**src/shared/tq_pkg.sv**
```systemverilog
// Constants, field layouts and types shared by the six-channel timer
package tq_pkg;
	// ---------------------------------------------------------------
	// Channel bank and address map
	// ---------------------------------------------------------------
	localparam int NUM_CH = 6;
	localparam int QD_CH = 4;
	localparam logic [11:0] CH_STRIDE = 12'h020;
	localparam logic [11:0] CH_HI_BASE = 12'h100;
	localparam logic [11:0] GECR_OFS = 12'h140;
	localparam logic [2:0] CH_HI_FIRST = 3'h4;
	localparam logic [2:0] DEC_GECR = 3'h6;
	localparam logic [2:0] DEC_NONE = 3'h7;
	// Byte offsets inside one channel window
	localparam logic [4:0] OFS_CR1 = 5'h00;
	localparam logic [4:0] OFS_CR2 = 5'h04;
	localparam logic [4:0] OFS_PRS = 5'h08;
	localparam logic [4:0] OFS_GRA = 5'h0c;
	localparam logic [4:0] OFS_GRB = 5'h10;
	localparam logic [4:0] OFS_CNT = 5'h14;
	localparam logic [4:0] OFS_SR = 5'h18;
	localparam logic [4:0] OFS_IER = 5'h1c;
	// ---------------------------------------------------------------
	// Field positions, masks and reset values
	// ---------------------------------------------------------------
	localparam logic [15:0] REG_RESET = 16'h0000;
	localparam logic [15:0] CR1_MASK = 16'h01ff;
	localparam logic [15:0] SR_FLAG_MASK = 16'h0307;
	localparam logic [15:0] IER_MASK = 16'h0307;
	localparam logic [15:0] GECR_MASK = 16'h0ffd;
	localparam int CR2_RUN = 0;
	localparam int CR2_CLR = 1;
	localparam int SR_OVF = 0;
	localparam int SR_MFB = 1;
	localparam int SR_MFA = 2;
	localparam int SR_REV = 8;
	localparam int SR_DCH = 9;
	localparam int SR_DIR = 10;
	// ---------------------------------------------------------------
	// Cycle counts and bus answers
	// ---------------------------------------------------------------
	localparam int DIV_SH0 = 1;
	localparam int DIV_SH1 = 2;
	localparam int DIV_SH2 = 4;
	localparam int DIV_SH3 = 6;
	localparam int CAPT_STAGES = 3;
	localparam logic [1:0] TRIG_CYCLES = 2'h3;
	localparam logic [1:0] RESP_OKAY = 2'h0;
	localparam logic [1:0] RESP_SLVERR = 2'h2;
	// ---------------------------------------------------------------
	// Types
	// ---------------------------------------------------------------
	typedef enum logic [1:0] {
		MODE_PERIODIC = 2'h0,
		MODE_PWM = 2'h1,
		MODE_ONESHOT = 2'h2,
		MODE_CAPTURE = 2'h3
	} tq_mode_e;
	typedef struct packed {
		logic [6:0] rsvd;
		logic conv_trigger_en;
		logic initial_out_level;
		logic [2:0] count_clk_source;
		logic [1:0] capture_clear_sel;
		tq_mode_e mode;
	} tq_cr1_s;
	typedef struct packed {
		logic [3:0] rsvd;
		logic rev_counter_dir_ctl;
		logic pos_counter_dir_ctl;
		logic phb_counter_dir_ctl;
		logic pha_counter_dir_ctl;
		logic [1:0] phb_edge_sel;
		logic [1:0] pha_edge_sel;
		logic index_edge_sel;
		logic phase_swap;
		logic rsvd1;
		logic quad_decoder_en;
	} tq_gecr_s;
endpackage

```
**src/tq_timer_top.sv**
```systemverilog
// Six-channel 16-bit timer with quadrature decoder and AXI4-Lite registers
//
// The AXI4-Lite interface to the registers was left to the implementer.
`timescale 1ns/1ns
// ---------------------------------------------------------------
// ---------------------------------------------------------------
module tq_timer_top (
	// Clock and reset
	input wire logic CORE_CLK_IN,
	input wire logic RST_IN,
	// AXI4-Lite write address and data
	input wire logic S_AXI_AWVALID_IN,
	output logic S_AXI_AWREADY_OUT,
	input wire logic [11:0] S_AXI_AWADDR_IN,
	input wire logic S_AXI_WVALID_IN,
	output logic S_AXI_WREADY_OUT,
	input wire logic [31:0] S_AXI_WDATA_IN,
	input wire logic [3:0] S_AXI_WSTRB_IN,
	// AXI4-Lite write response
	output logic S_AXI_BVALID_OUT,
	input wire logic S_AXI_BREADY_IN,
	output logic [1:0] S_AXI_BRESP_OUT,
	// AXI4-Lite read
	input wire logic S_AXI_ARVALID_IN,
	output logic S_AXI_ARREADY_OUT,
	input wire logic [11:0] S_AXI_ARADDR_IN,
	output logic S_AXI_RVALID_OUT,
	input wire logic S_AXI_RREADY_IN,
	output logic [31:0] S_AXI_RDATA_OUT,
	output logic [1:0] S_AXI_RRESP_OUT,
	// Pins and external clock
	input wire logic [5:0] CHAN_CLOCK_CAPTURE_PIN_IN,
	input wire logic EXT_TIMER_CLOCK_IN,
	output wire logic [5:0] CHAN_OUTPUT_PIN_OUT,
	// Per-channel converter trigger and interrupt
	output wire logic [5:0] CONV_TRIGGER_OUT,
	output wire logic [5:0] CHAN_IRQ_OUT
);
	localparam int N = tq_pkg::NUM_CH;

	// ---------------------------------------------------------------
	// Helpers
	// ---------------------------------------------------------------
	// Byte-lane merge of a 16-bit register
	function automatic logic [15:0] wmerge(input logic [15:0] old,
		input logic [31:0] d, input logic [3:0] s);
		wmerge = {s[1] ? d[15:8] : old[15:8], s[0] ? d[7:0] : old[7:0]};
	endfunction

	// Address to channel number, group register or nothing
	function automatic logic [2:0] addr_dec(input logic [11:0] a);
		logic [3:0] w;
		w = a[8:5];
		if (a[11:9] != 3'h0) begin
			addr_dec = tq_pkg::DEC_NONE;
		end else if (w < 4'(tq_pkg::QD_CH)) begin
			addr_dec = w[2:0];
		end else if (w == tq_pkg::CH_HI_BASE[8:5]) begin
			addr_dec = tq_pkg::CH_HI_FIRST;
		end else if (w == 4'(tq_pkg::CH_HI_BASE[8:5] + tq_pkg::CH_STRIDE[8:5])) begin
			addr_dec = tq_pkg::CH_HI_FIRST + 3'h1;
		end else if (a[8:2] == tq_pkg::GECR_OFS[8:2]) begin
			addr_dec = tq_pkg::DEC_GECR;
		end else begin
			addr_dec = tq_pkg::DEC_NONE;
		end
	endfunction

	// Edge pick: 00 rising, 01 falling, 1x both
	function automatic logic edge_pick(input logic [1:0] sel, input logic r, input logic f);
		edge_pick = sel[1] ? (r | f) : (sel[0] ? f : r);
	endfunction

	// ---------------------------------------------------------------
	// Pin synchronisers and clock dividers
	// ---------------------------------------------------------------
	logic [5:0] pin_s1_r, pin_s2_r, pin_s3_r;
	logic ext_s1_r, ext_s2_r, ext_s3_r;
	logic [5:0] div_cnt_r;
	logic [5:0] pin_rise, pin_fall;
	logic ext_rise;
	logic [3:0] div_tick;

	// Two flops before use; third flop only keeps the previous level
	always_ff @(posedge CORE_CLK_IN) begin
		if (RST_IN) begin
			pin_s1_r <= 6'h00;
			pin_s2_r <= 6'h00;
			pin_s3_r <= 6'h00;
			ext_s1_r <= 1'b0;
			ext_s2_r <= 1'b0;
			ext_s3_r <= 1'b0;
		end else begin
			pin_s1_r <= CHAN_CLOCK_CAPTURE_PIN_IN;
			pin_s2_r <= pin_s1_r;
			pin_s3_r <= pin_s2_r;
			ext_s1_r <= EXT_TIMER_CLOCK_IN;
			ext_s2_r <= ext_s1_r;
			ext_s3_r <= ext_s2_r;
		end
	end

	// Free-running divider shared by every channel
	always_ff @(posedge CORE_CLK_IN) begin
		if (RST_IN) begin
			div_cnt_r <= 6'h00;
		end else begin
			div_cnt_r <= div_cnt_r + 6'h01;
		end
	end

	assign pin_rise = pin_s2_r & ~pin_s3_r;
	assign pin_fall = ~pin_s2_r & pin_s3_r;
	assign ext_rise = ext_s2_r & ~ext_s3_r;
	assign div_tick[0] = &div_cnt_r[tq_pkg::DIV_SH0-1:0];
	assign div_tick[1] = &div_cnt_r[tq_pkg::DIV_SH1-1:0];
	assign div_tick[2] = &div_cnt_r[tq_pkg::DIV_SH2-1:0];
	assign div_tick[3] = &div_cnt_r[tq_pkg::DIV_SH3-1:0];

	// ---------------------------------------------------------------
	// AXI4-Lite slave
	// ---------------------------------------------------------------
	logic wr_fire, rd_fire;
	logic [2:0] wr_dec, rd_dec;
	logic [4:0] wr_ofs;
	logic [15:0] rd_word [N];
	logic [15:0] rd_sel;
	tq_pkg::tq_gecr_s gecr_r;

	assign wr_dec = addr_dec(S_AXI_AWADDR_IN);
	assign rd_dec = addr_dec(S_AXI_ARADDR_IN);
	assign wr_ofs = S_AXI_AWADDR_IN[4:0];
	// Ready flops high only in the handshake cycle
	assign wr_fire = S_AXI_AWREADY_OUT;
	assign rd_fire = S_AXI_ARREADY_OUT;

	// Write path: take address and data together, answer one cycle later
	always_ff @(posedge CORE_CLK_IN) begin
		if (RST_IN) begin
			S_AXI_AWREADY_OUT <= 1'b0;
			S_AXI_WREADY_OUT <= 1'b0;
			S_AXI_BVALID_OUT <= 1'b0;
			S_AXI_BRESP_OUT <= tq_pkg::RESP_OKAY;
		end else begin
			S_AXI_AWREADY_OUT <= S_AXI_AWVALID_IN && S_AXI_WVALID_IN
				&& !S_AXI_AWREADY_OUT && !S_AXI_BVALID_OUT;
			S_AXI_WREADY_OUT <= S_AXI_AWVALID_IN && S_AXI_WVALID_IN
				&& !S_AXI_AWREADY_OUT && !S_AXI_BVALID_OUT;
			if (wr_fire) begin
				S_AXI_BVALID_OUT <= 1'b1;
				S_AXI_BRESP_OUT <= (wr_dec == tq_pkg::DEC_NONE) ? tq_pkg::RESP_SLVERR : tq_pkg::RESP_OKAY;
			end else if (S_AXI_BREADY_IN) begin
				S_AXI_BVALID_OUT <= 1'b0;
			end
		end
	end

	// Read data mux; reads have no side effects
	always_comb begin
		rd_sel = 16'h0000;
		if (rd_dec < tq_pkg::CH_HI_FIRST + 3'h2) begin
			rd_sel = rd_word[rd_dec];
		end else if (rd_dec == tq_pkg::DEC_GECR) begin
			rd_sel = gecr_r;
		end
	end

	// Read path
	always_ff @(posedge CORE_CLK_IN) begin
		if (RST_IN) begin
			S_AXI_ARREADY_OUT <= 1'b0;
			S_AXI_RVALID_OUT <= 1'b0;
			S_AXI_RDATA_OUT <= 32'h0000_0000;
			S_AXI_RRESP_OUT <= tq_pkg::RESP_OKAY;
		end else begin
			S_AXI_ARREADY_OUT <= S_AXI_ARVALID_IN && !S_AXI_ARREADY_OUT && !S_AXI_RVALID_OUT;
			if (rd_fire) begin
				S_AXI_RVALID_OUT <= 1'b1;
				S_AXI_RDATA_OUT <= {16'h0000, rd_sel};
				S_AXI_RRESP_OUT <= (rd_dec == tq_pkg::DEC_NONE) ? tq_pkg::RESP_SLVERR : tq_pkg::RESP_OKAY;
			end else if (S_AXI_RREADY_IN) begin
				S_AXI_RVALID_OUT <= 1'b0;
			end
		end
	end

	// Group encoder control register
	always_ff @(posedge CORE_CLK_IN) begin
		if (RST_IN) begin
			gecr_r <= tq_pkg::REG_RESET;
		end else if (wr_fire && wr_dec == tq_pkg::DEC_GECR) begin
			gecr_r <= wmerge(gecr_r, S_AXI_WDATA_IN, S_AXI_WSTRB_IN) & tq_pkg::GECR_MASK;
		end
	end

	// ---------------------------------------------------------------
	// Quadrature decoder, shared by channels 0 to 3
	// ---------------------------------------------------------------
	logic qd_en, qa, qb, qa_p, qb_p, qz, qz_p;
	logic a_any, b_any, a_cnt, b_cnt, z_ev;
	logic dir_r, dir_nxt;
	logic [N-1:0] q_ev, qd_on, dir_ctl;

	assign qd_en = gecr_r.quad_decoder_en;
	// Swap exchanges the two phase inputs
	assign qa = gecr_r.phase_swap ? pin_s2_r[1] : pin_s2_r[0];
	assign qb = gecr_r.phase_swap ? pin_s2_r[0] : pin_s2_r[1];
	assign qa_p = gecr_r.phase_swap ? pin_s3_r[1] : pin_s3_r[0];
	assign qb_p = gecr_r.phase_swap ? pin_s3_r[0] : pin_s3_r[1];
	assign qz = pin_s2_r[2];
	assign qz_p = pin_s3_r[2];
	assign a_any = qa ^ qa_p;
	assign b_any = qb ^ qb_p;
	assign a_cnt = edge_pick(gecr_r.pha_edge_sel, qa & ~qa_p, ~qa & qa_p);
	assign b_cnt = edge_pick(gecr_r.phb_edge_sel, qb & ~qb_p, ~qb & qb_p);
	assign z_ev = gecr_r.index_edge_sel ? (~qz & qz_p) : (qz & ~qz_p);

	// A edge with phases unequal means A leads; same test inverted for B
	always_comb begin
		dir_nxt = dir_r;
		if (a_any) begin
			dir_nxt = ~(qa ^ qb);
		end else if (b_any) begin
			dir_nxt = qa ^ qb;
		end
	end

	// Direction state
	always_ff @(posedge CORE_CLK_IN) begin
		if (RST_IN) begin
			dir_r <= 1'b0;
		end else if (qd_en) begin
			dir_r <= dir_nxt;
		end
	end

	// Count events: phase A, phase B, position, revolution
	assign q_ev = {2'b00, z_ev, a_cnt | b_cnt, b_cnt, a_cnt} & {N{qd_en}};
	assign qd_on = {2'b00, {tq_pkg::QD_CH{qd_en}}};
	assign dir_ctl = {2'b00, gecr_r[11:8]};

	// ---------------------------------------------------------------
	// Timer channels
	// ---------------------------------------------------------------
	generate
		for (genvar g = 0; g < N; g++) begin : ch
			tq_pkg::tq_cr1_s cr1_r;
			logic run_r, out_r, trig_r, irq_r;
			logic [9:0] prs_r, pre_r;
			logic [15:0] gra_r, grb_r, cnt_r, ier_r, sr_r, sr_view, wd;
			logic [1:0] trig_cnt_r;
			logic [tq_pkg::CAPT_STAGES-1:0] crise_r, cfall_r;
			logic hit, src, tick, clr_cmd, step, hit_a, hit_b, wrap, down;
			logic cap_take, cap_r, cap_f, pwm_like, capmode, idx_clr;
			logic [15:0] cnt_inc, period, sr_set, prs_w;

			assign hit = wr_fire && wr_dec == 3'(g);
			assign wd = wmerge(16'h0000, S_AXI_WDATA_IN, S_AXI_WSTRB_IN);
			assign clr_cmd = hit && wr_ofs == tq_pkg::OFS_CR2 && wd[tq_pkg::CR2_CLR];
			assign capmode = cr1_r.mode == tq_pkg::MODE_CAPTURE;
			assign pwm_like = cr1_r.mode == tq_pkg::MODE_PWM || cr1_r.mode == tq_pkg::MODE_ONESHOT;
			// Prescale write merged at full width, then cut to the 10-bit field
			assign prs_w = wmerge({6'h00, prs_r}, S_AXI_WDATA_IN, S_AXI_WSTRB_IN);

			// Clock source select
			always_comb begin
				case (cr1_r.count_clk_source[2:1])
					2'b00: src = cr1_r.count_clk_source[0] ? div_tick[1] : div_tick[0];
					2'b01: src = cr1_r.count_clk_source[0] ? div_tick[3] : div_tick[2];
					2'b10: src = ext_rise;
					default: src = pin_rise[g];
				endcase
			end

			// Count step, matches and wrap
			always_comb begin
				tick = src && pre_r == prs_r;
				cnt_inc = cnt_r + 16'h0001;
				period = pwm_like ? grb_r : gra_r;
				step = run_r && (qd_on[g] ? q_ev[g] : (tick && (capmode || period != 16'h0000)));
				down = qd_on[g] && dir_ctl[g] && dir_r;
				hit_a = step && !capmode && !qd_on[g] && cnt_inc == gra_r;
				hit_b = step && pwm_like && !qd_on[g] && cnt_inc == grb_r;
				wrap = step && !down && cnt_r == 16'hffff;
				idx_clr = qd_on[g] && g == 2 && q_ev[3];
			end

			// Capture edges land five cycles after the pin edge
			always_ff @(posedge CORE_CLK_IN) begin
				if (RST_IN) begin
					crise_r <= '0;
					cfall_r <= '0;
				end else begin
					crise_r <= {crise_r[tq_pkg::CAPT_STAGES-2:0], pin_rise[g]};
					cfall_r <= {cfall_r[tq_pkg::CAPT_STAGES-2:0], pin_fall[g]};
				end
			end
			assign cap_r = crise_r[tq_pkg::CAPT_STAGES-1];
			assign cap_f = cfall_r[tq_pkg::CAPT_STAGES-1];
			// Clear mode 11 neither captures nor clears
			assign cap_take = capmode && !qd_on[g] && run_r && (
				(cr1_r.capture_clear_sel == 2'b00 && cap_r)
				|| (cr1_r.capture_clear_sel == 2'b01 && cap_f)
				|| (cr1_r.capture_clear_sel == 2'b10 && (cap_r || cap_f)));

			// Configuration registers
			always_ff @(posedge CORE_CLK_IN) begin
				if (RST_IN) begin
					cr1_r <= tq_pkg::REG_RESET;
					prs_r <= 10'h000;
					ier_r <= tq_pkg::REG_RESET;
				end else if (hit) begin
					if (wr_ofs == tq_pkg::OFS_CR1) cr1_r <= wmerge(cr1_r, S_AXI_WDATA_IN, S_AXI_WSTRB_IN) & tq_pkg::CR1_MASK;
					if (wr_ofs == tq_pkg::OFS_PRS) prs_r <= prs_w[9:0];
					if (wr_ofs == tq_pkg::OFS_IER) ier_r <= wmerge(ier_r, S_AXI_WDATA_IN, S_AXI_WSTRB_IN) & tq_pkg::IER_MASK;
				end
			end

			// Run enable; one-shot stops itself at the end of the pulse
			always_ff @(posedge CORE_CLK_IN) begin
				if (RST_IN) begin
					run_r <= 1'b0;
				end else if (hit && wr_ofs == tq_pkg::OFS_CR2 && S_AXI_WSTRB_IN[0]) begin
					run_r <= S_AXI_WDATA_IN[tq_pkg::CR2_RUN];
				end else if (hit_b && cr1_r.mode == tq_pkg::MODE_ONESHOT) begin
					run_r <= 1'b0;
				end
			end

			// Prescaler
			always_ff @(posedge CORE_CLK_IN) begin
				if (RST_IN || clr_cmd) begin
					pre_r <= 10'h000;
				end else if (src && run_r) begin
					pre_r <= (pre_r == prs_r) ? 10'h000 : pre_r + 10'h001;
				end
			end

			// Counter: clear, load, capture clear, then counting
			always_ff @(posedge CORE_CLK_IN) begin
				if (RST_IN || clr_cmd) begin
					cnt_r <= 16'h0000;
				end else if (hit && wr_ofs == tq_pkg::OFS_CNT) begin
					cnt_r <= wmerge(cnt_r, S_AXI_WDATA_IN, S_AXI_WSTRB_IN);
				end else if (cap_take || idx_clr) begin
					cnt_r <= 16'h0000;
				end else if (step) begin
					if (down) begin
						cnt_r <= cnt_r - 16'h0001;
					end else if (hit_b || (hit_a && cr1_r.mode == tq_pkg::MODE_PERIODIC)) begin
						cnt_r <= 16'h0000;
					end else begin
						cnt_r <= cnt_inc;
					end
				end
			end

			// General registers; capture shifts the previous value into B
			always_ff @(posedge CORE_CLK_IN) begin
				if (RST_IN) begin
					gra_r <= tq_pkg::REG_RESET;
					grb_r <= tq_pkg::REG_RESET;
				end else if (hit && wr_ofs == tq_pkg::OFS_GRA) begin
					gra_r <= wmerge(gra_r, S_AXI_WDATA_IN, S_AXI_WSTRB_IN);
				end else if (hit && wr_ofs == tq_pkg::OFS_GRB) begin
					grb_r <= wmerge(grb_r, S_AXI_WDATA_IN, S_AXI_WSTRB_IN);
				end else if (cap_take) begin
					gra_r <= cnt_r;
					grb_r <= gra_r;
				end else if (idx_clr) begin
					grb_r <= cnt_r;
				end
			end

			// Output pin: start level, toggle on A in periodic mode
			always_ff @(posedge CORE_CLK_IN) begin
				if (RST_IN) begin
					out_r <= 1'b0;
				end else if (clr_cmd) begin
					out_r <= cr1_r.initial_out_level;
				end else if (hit_b) begin
					out_r <= cr1_r.initial_out_level;
				end else if (hit_a) begin
					out_r <= pwm_like ? ~cr1_r.initial_out_level : ~out_r;
				end
			end

			// Status flags: a set in the clearing cycle wins
			always_comb begin
				sr_set = 16'h0000;
				sr_set[tq_pkg::SR_OVF] = wrap;
				sr_set[tq_pkg::SR_MFB] = hit_b;
				sr_set[tq_pkg::SR_MFA] = hit_a || cap_take;
				sr_set[tq_pkg::SR_REV] = qd_on[g] && q_ev[3];
				sr_set[tq_pkg::SR_DCH] = qd_on[g] && dir_nxt != dir_r;
			end
			always_ff @(posedge CORE_CLK_IN) begin
				if (RST_IN) begin
					sr_r <= tq_pkg::REG_RESET;
				end else if (hit && wr_ofs == tq_pkg::OFS_SR) begin
					sr_r <= ((sr_r & ~wd) | sr_set) & tq_pkg::SR_FLAG_MASK;
				end else begin
					sr_r <= (sr_r | sr_set) & tq_pkg::SR_FLAG_MASK;
				end
			end
			always_comb begin
				sr_view = sr_r;
				sr_view[tq_pkg::SR_DIR] = qd_on[g] && dir_r;
			end

			// Interrupt and converter trigger of three cycles
			always_ff @(posedge CORE_CLK_IN) begin
				if (RST_IN) begin
					irq_r <= 1'b0;
					trig_r <= 1'b0;
					trig_cnt_r <= 2'h0;
				end else begin
					irq_r <= |(sr_r & ier_r);
					if (hit_a && cr1_r.conv_trigger_en) begin
						trig_cnt_r <= tq_pkg::TRIG_CYCLES;
						trig_r <= 1'b1;
					end else if (trig_cnt_r > 2'h1) begin
						trig_cnt_r <= trig_cnt_r - 2'h1;
						trig_r <= 1'b1;
					end else begin
						trig_cnt_r <= 2'h0;
						trig_r <= 1'b0;
					end
				end
			end

			// Readback; clear bit is write-only and reads zero
			always_comb begin
				case ({S_AXI_ARADDR_IN[4:2], 2'b00})
					tq_pkg::OFS_CR1: rd_word[g] = cr1_r;
					tq_pkg::OFS_CR2: rd_word[g] = {15'h0000, run_r};
					tq_pkg::OFS_PRS: rd_word[g] = {6'h00, prs_r};
					tq_pkg::OFS_GRA: rd_word[g] = gra_r;
					tq_pkg::OFS_GRB: rd_word[g] = grb_r;
					tq_pkg::OFS_CNT: rd_word[g] = cnt_r;
					tq_pkg::OFS_SR: rd_word[g] = sr_view;
					default: rd_word[g] = ier_r;
				endcase
			end

			assign CHAN_OUTPUT_PIN_OUT[g] = out_r;
			assign CONV_TRIGGER_OUT[g] = trig_r;
			assign CHAN_IRQ_OUT[g] = irq_r;
		end
	endgenerate
endmodule

```
**config.mk**
```make
export PLATFORM = sky130hd
export DESIGN_NAME = tq_timer_top
export DESIGN_NICKNAME = d
export VERILOG_FILES = /design/src/shared/tq_pkg.sv /design/src/tq_timer_top.sv
export SDC_FILE = /design/constraint.sdc
export NUM_CORES = 2
export LEC_CHECK = 0
export ABC_CLOCK_PERIOD_IN_PS = 11700
export BUFFER_PORTS_ARGS = -buffer_cell sky130_fd_sc_hd__buf_4
export CAP_MARGIN = 20
export CORE_ASPECT_RATIO = 1.4
export CORE_MARGIN = 8
export CORE_UTILIZATION = 40
export CTS_BUF_LIST = sky130_fd_sc_hd__clkbuf_2 sky130_fd_sc_hd__clkbuf_4 sky130_fd_sc_hd__clkbuf_8
export DETAILED_ROUTE_END_ITERATION = 8
export GPL_TIMING_DRIVEN = 0
export MAX_ROUTING_LAYER = met4
export RECOVER_POWER = 50
export SLEW_MARGIN = 5
export SYNTH_ARGS = -nofsm -noshare
export SYNTH_HDL_FRONTEND = slang
export SYNTH_SLANG_ARGS = --single-unit
```
**constraint.sdc**
```tcl
create_clock -name CORE_CLK_IN -period 11.7 [get_ports CORE_CLK_IN]
set_clock_uncertainty 0.2 [all_clocks]
set_input_delay 0 -clock CORE_CLK_IN [delete_from_list [all_inputs] [get_ports CORE_CLK_IN]]
set_output_delay 0 -clock CORE_CLK_IN [all_outputs]
set_load 0.005 [all_outputs]
```
**After elaboration in Yosys (flattened, before gate mapping)**

Cells that the tools add are included.

- Flip-flop bits (word level): 687
- Bits of input ports: 74
- Output and inout bits: 59
- Word-level logic and storage cells: 1000

- Add/sub/neg operators: 23
- Order comparisons: 10
- Equality and inequality tests: 137
- Mux-type cells: 201
- Bitwise operators: 70
- Reduce and logical (&&, ||, !) cells: 391

Operators by type and width:

| operator | number |
|---|---|
| $mux 16 | 68 |
| $pmux 16 s7 | 6 |
| $eq 16x16->1 | 12 |
| $logic_and 1x1->1 | 183 |
| $reduce_and 3->1 | 60 |
| $and 10x10->10 | 12 |
| $mux 10 | 12 |
| $add 16x1->16 const B | 6 |
| $eq 16x16->1 const B | 6 |
| $reduce_bool 16->1 | 6 |
| $reduce_or 16->1 | 6 |
| $ne 2x2->1 const B | 42 |
| $mux 1 | 81 |
| $or 10x10->10 | 8 |
| $sub 16x1->16 const B | 4 |
| $add 10x1->10 const B | 6 |
| $eq 10x10->1 | 6 |
| $logic_or 1x1->1 | 49 |
| $bmux 16 s3 | 1 |
| $eq 2x2->1 const B | 24 |
| $reduce_bool 3->1 | 15 |
| $or 10x3->10 | 4 |
| $reduce_bool 2->1 | 19 |
| $eq 2x1->1 const B | 18 |
| other kinds (36) | 178 |

**Longest topological paths before layout**

- Depth after elaboration: 19
- Gate-level depth with buffers: 15
- Depth with buffers taken out: 12

**Worst setup path after synthesis**

Ideal clock, no wire load.

- Kind: register to register
- Start: reg ch[3].cnt_r[1]
- End: reg ch[3].cnt_r[0]
- Library setup time: 128 ps
- Data arrival time: 3366 ps
- Required time: 11372 ps
- Setup slack: 8006 ps
- Cell stages (with the launch flop): 14
- Buffers on the path: 2
- Period minus slack after synthesis: 3694 ps
- Path through: dfxtp_1 -> clkbuf_1 -> inv_1 -> ha_1 -> xor2_1 -> nor4_1 -> o21ai_0 -> or4_1 -> or4_1 -> nor4_4 -> a211oi_2 -> buf_6 -> a32oi_1 -> nor2_1

- Longest elaborated chain between the ends: 10
- Elaborated cells on any way between the ends: 12
- Those cells by class: add/sub: 1; eq/ne: 2; mux: 5; reduce/logical: 4

Ends and longest elaborated chain:

| item | RTL line | source |
|---|---|---|
| from (decl) | tq_timer_top.sv:250 | `logic [15:0] gra_r, grb_r, cnt_r, ier_r, sr_r, sr_view, wd;` |
| from (signal assigned) | tq_timer_top.sv:344 | `cnt_r <= wmerge(cnt_r, S_AXI_WDATA_IN, S_AXI_WSTRB_IN);` |
| from (signal assigned) | tq_timer_top.sv:349 | `cnt_r <= cnt_r - 16'h0001;` |
| from (signal assigned) | tq_timer_top.sv:353 | `cnt_r <= cnt_inc;` |
| $add 16x1->16 (*) | tq_timer_top.sv:278 | `cnt_inc = cnt_r + 16'h0001;` |
| $eq 16x16->1 | tq_timer_top.sv:282 | `hit_a = step && !capmode && !qd_on[g] && cnt_inc == gra_r;` |
| $logic_and 1x1->1 | tq_timer_top.sv:282 |  |
| $logic_and 1x1->1 | tq_timer_top.sv:350 | `end else if (hit_b \|\| (hit_a && cr1_r.mode == tq_pkg::MODE_PERIODIC)) begin` |
| $logic_or 1x1->1 (*) | tq_timer_top.sv:350 |  |
| $mux 16 (*) | tq_timer_top.sv:350 |  |
| $mux 16 (*) | tq_timer_top.sv:348 | `if (down) begin` |
| $mux 16 (*) | tq_timer_top.sv:347 | `end else if (step) begin` |
| $mux 16 (*) | tq_timer_top.sv:345 | `end else if (cap_take \|\| idx_clr) begin` |
| $mux 16 (*) | tq_timer_top.sv:343 | `end else if (hit && wr_ofs == tq_pkg::OFS_CNT) begin` |

Mark *: on every way between the ends. The rest lies on a longest branch, timed or not. The select of a mux whose other input is x is not followed.
A chain may end at the register's enable or synchronous reset.

**Final worst setup path**

- Start: in S_AXI_ARADDR_IN[2]
- End: reg S_AXI_RDATA_OUT[3]

- Longest elaborated chain between the ends: 11
- Elaborated cells on any way between the ends: 27
- Those cells by class: order compare: 1; eq/ne: 8; mux: 16; bitwise: 1; reduce/logical: 1

Ends and longest elaborated chain:

| item | RTL line | source |
|---|---|---|
| from (decl) | tq_timer_top.sv:26 | `input wire logic [11:0] S_AXI_ARADDR_IN,` |
| $eq 7x7->1 | tq_timer_top.sv:62 | `end else if (a[8:2] == tq_pkg::GECR_OFS[8:2]) begin` |
| $mux 1 | tq_timer_top.sv:62 |  |
| $mux 3 | tq_timer_top.sv:60 | `end else if (w == 4'(tq_pkg::CH_HI_BASE[8:5] + tq_pkg::CH_STRIDE[8:5])) begin` |
| $mux 3 | tq_timer_top.sv:58 | `end else if (w == tq_pkg::CH_HI_BASE[8:5]) begin` |
| $mux 3 | tq_timer_top.sv:56 | `end else if (w < 4'(tq_pkg::QD_CH)) begin` |
| $mux 3 | tq_timer_top.sv:54 | `if (a[11:9] != 3'h0) begin` |
| $not 3->4 (implied by the code) | tq_timer_top.sv:162 | `rd_sel = rd_word[rd_dec];` |
| $bmux 16 s3 | tq_timer_top.sv:162 |  |
| $mux 16 (implied by the code) (2 in series) | tq_timer_top.sv:162 |  |
| $mux 16 (*) | tq_timer_top.sv:161 | `if (rd_dec < tq_pkg::CH_HI_FIRST + 3'h2) begin` |
| to (signal assigned) | tq_timer_top.sv:179 | `S_AXI_RDATA_OUT <= {16'h0000, rd_sel};` |
| to (decl) | tq_timer_top.sv:29 | `output logic [31:0] S_AXI_RDATA_OUT,` |

Marks and branches as above.

==> results.md <==
- Max-slew violation count: 87
- TritonCTS clock tree: yes
- Post-Route WL: 278,000 microns
- Worst Hold Margin: 0.0822 ns
- Detailed-route vias per instance: ~6.7
- Area leader, netlist: dfxtp_1
- List of most frequent post-synthesis cells: nand2_1 (768), dfxtp_1 (655), nor2_1 (579)
- Failing checks: max-capacitance violations, max-slew violations
- Worst Setup Slack, final: 4.52 ns
- Worst setup path class: in2reg
- Internal portion of total power: 3.75 mW
- Maximum achievable frequency: 0.139 GHz
- Cell count after synthesis: around 5,600
- Number of port buffers: 72
- Sw frac: 29.3%
- Tot Pwr: 5.31 mW
- CP bufs+invs: 8
- Final routed DRC violation total: 0
- Share of power burned in registers: 42.4%
- Final-stage net count: 6,048
- Sequential fraction of the synthesis area: 31.1%
- CP dominant cell by count: clkbuf_1
- Fraction of layout instances using a drive strength above 1: 9.26%
- DRT Pass-1 Iters: 8
- Final core utilization: 46.6%
- Number of primary I/O pins: 133
- Tmin final: 7.18 ns
- Unrepaired setup endpoints after global routing: false
- Critical path data arrival time: 7.73 ns
- Initial cell density of the core: 40.1%
- Most used flip-flop cell after synthesis: dfxtp_1
- Warnings from Yosys: 0
- Post-route design area: 48,900 sq um
- Global-route wire length before repair: 377,000 microns
- Maximum number of pins on one net before global-route repair: 19
- Clock power share: 48.5%
- Power share of the combinational group: 9.1%
- Placed wire-length estimate: 211,000 microns
- Areal power density over the cells: 108 nW/um^2
- Total global-route track usage: 47.2%
- Largest fanout of any net on the critical path: 10
- Count of fill cells added during filler insertion: 10,900
- Number of flip-flops and latches in the synthesized netlist: between 600 and 700
- Cell family with the largest share of critical-path delay: buffers and inverters
- Kind of start point of the critical path: input port
- Worst IR drop on VDD: 114 uV
- Number of flops mapped to enable cells by yosys: 0
- Mean cell area of the mapped netlist: 7.55 sq um
- Most instantiated library cell after synthesis: nand2_1
- Clock Sink Count: roughly 660
- Total congestion overflow after global routing: 0
- Final period util: between 60% and 70%
- CP required: between 10 and 15 ns
- CTS H-tree depth: 3
- NetSw: 1.55 mW
- Result of the run: finished with violations
- Hold buffer count at cts: 77
- Worst Tran Pin Value: ~1.9 ns
- Clock-pin transition on the worst setup and hold timing paths: 0.06 ns
- Bufs on Longest Clock Path: 3
- TritonCTS buffer count: 113
- Final Non-Filler Cells: 7,437
- Unique cell type count in the Yosys netlist: 97
- Clock latency reported for the late side of the worst-skew pair: between 0.8 and 0.9 ns
- CP endpoint kind: flip-flop
- Post-placement cell area: 45,300 sq um
- Placed instance count: 7,086
- Total Die Area: 116,000 sq um
- Layout Area Growth over Synthesis: 16.2%
- Clock root cell: clkbuf_8
- Row cnt: 141
- Total number of vias: 49,800
- Initial antenna violation count: 35
- Summed instance area of the synthesized netlist: 42,100 sq um
- Cell types with the largest area share after synthesis: dfxtp_1 (31%), nand2_1 (6.8%), nor2_1 (5.2%)
- Static Leakage: 16.8 nW
- Post-CTS sizing: 0
- Global placement routability congestion: 1.09
- Cell chain of the critical path: clkbuf_1 -> clkbuf_1 -> clkbuf_1 -> clkbuf_1 -> clkbuf_1 -> clkbuf_1 -> clkbuf_1 -> clkbuf_1 -> mux2i_1 -> o221ai_1 -> o21ai_0 -> nor2_1 -> a21oi_1 -> a311oi_1
- Normalized max-slew margin: -27.9%
- Final hold violation count: 0
- Chip height: 400 microns
- Vias in the first global route: 46,100
- WL/cell: roughly 37 microns
- Die extent in x: between 200 and 300 microns
- Worst Setup Slack post-DPL: 6.15 ns
- Async SR Flop Fraction: 0%
- Final ANT Viol Nets: 0
- Final setup viols: 0
- Slowest stage delay, CP: 0.98 ns
- Post-CTS Repair Setup Buffers: 0
- Max-cap check violation count: 8
- Library cell contributing the largest single delay on the critical path: clkbuf_1
- Core area: 105,000 sq um
- Initial DRC count: between 6,000 and 7,000
- Kind of path behind the tightest hold check: in2reg
- Total negative slack: 0 ns
- Top-area cell type share of the netlist area: 31.1%
[registers in the layout (all words and copies together) (netlist names), 12 cells and up]
signal	count
ch.cnt_r	96
ch.grb_r	96
ch.crise_r	18
ch.cfall_r	18
ch.prs_r	60
ch.cr1_r	54
ch.sr_r	30
S_AXI_RDATA_OUT	16
ch.ier_r	30
ch.gra_r	96
ch.pre_r	60
ch.trig_cnt_r	12
[final cells by class]
| type | instances | area [sq um] | share of cell area, % |
|---|---|---|---|
| repair buffers | 224 | 2200 | 4.50 |
| clock inverters | 50 | 628 | 1.28 |
| flip-flops and latches | 655 | 13100 | 26.8 |
| inverters | 96 | 360 | 0.736 |
| multi-input cells | 4324 | 26500 | 54.2 |
| clock buffers | 158 | 2040 | 4.18 |
| plain buffers | 521 | 2240 | 4.57 |
| well taps | 1358 | 1700 | 3.47 |
| diodes | 51 | 128 | 0.261 |
[routing by layer]
metal	part of all wire, %	vias to the layer above	GRT usage (%)
li1	-	20900	-
met1	36	24000	51.3
met2	43	3614	71.6
met3	11	1289	13.0
met4	11	0	40.4
met5	0	-	-
[worst reg2reg max path, stage by stage (launching register included)]
cell	delay (ns)
dfxtp_1	0.33
ha_1	0.14
clkbuf_1	0.78
nand3_1	1.02
a2111oi_0	0.65
a211o_1	0.49
and2_1	0.20
clkbuf_1	0.42
nand3_1	0.16
nor4_1	1.01
a211oi_2	0.38
buf_6	0.26
nand2_1	0.07
a211oi_1	0.06
dlygate4sd3_1	0.58
[power groups by stage]
stage,Sequential [mW],Clock [mW],Combinational (mW)
6_report,2.25,2.58,0.485
5_1_grt,2.25,2.65,0.466
4_1_cts,2.25,2.57,0.446
3_5_place_dp,2.30,0,0.428
3_3_place_gp,2.30,0,0.402
2_1_floorplan,2.29,0,0.146
[placed cells by master (no fill, tap or decap), types with 51 or more instances in the layout]
master         instances
a21oi_1              410
a221oi_1              62
a22oi_1               55
a311oi_1             167
and3_1                79
buf_4                 79
clkbuf_1             406
clkbuf_4              52
clkbuf_8             137
dfxtp_1              655
diode_2               51
dlygate4sd3_1         77
inv_1                 95
mux2_2                58
mux2i_1              174
nand2_1              768
nand3_1              206
nand4_1               87
nor2_1               575
nor2b_1               74
nor3_1               129
nor4_1               105
o21ai_0              316
xnor2_1              184
xor2_1               160
[worst paths after layout]
| path | from | end | slack (ns) | cells past startpoint |
|---|---|---|---|---|
| hold / removal | S_AXI_WDATA_IN[14] | ch[2].gra_r[14] | 0.08 | 6 |
| setup / recovery | S_AXI_ARADDR_IN[2] | S_AXI_RDATA_OUT[3] | 4.52 | 14 |
| setup reg to reg | div_cnt_r[0] | ch[3].cnt_r[6] | 4.84 | 14 |
| hold reg to reg | ch[5].cfall_r[0] | ch[5].cfall_r[1] | 0.23 | 1 |
[logic make-up after synthesis]
kind of cell	synth area share [%]
mux	6.22
fa+ha+maj	1.16
xor+xnor	8.18
buf+inv	6.09
compound gates	21.6
simple gates	25.6
flops	31.1
other cells	0.00890
Power figures use the tool's default switching activity.
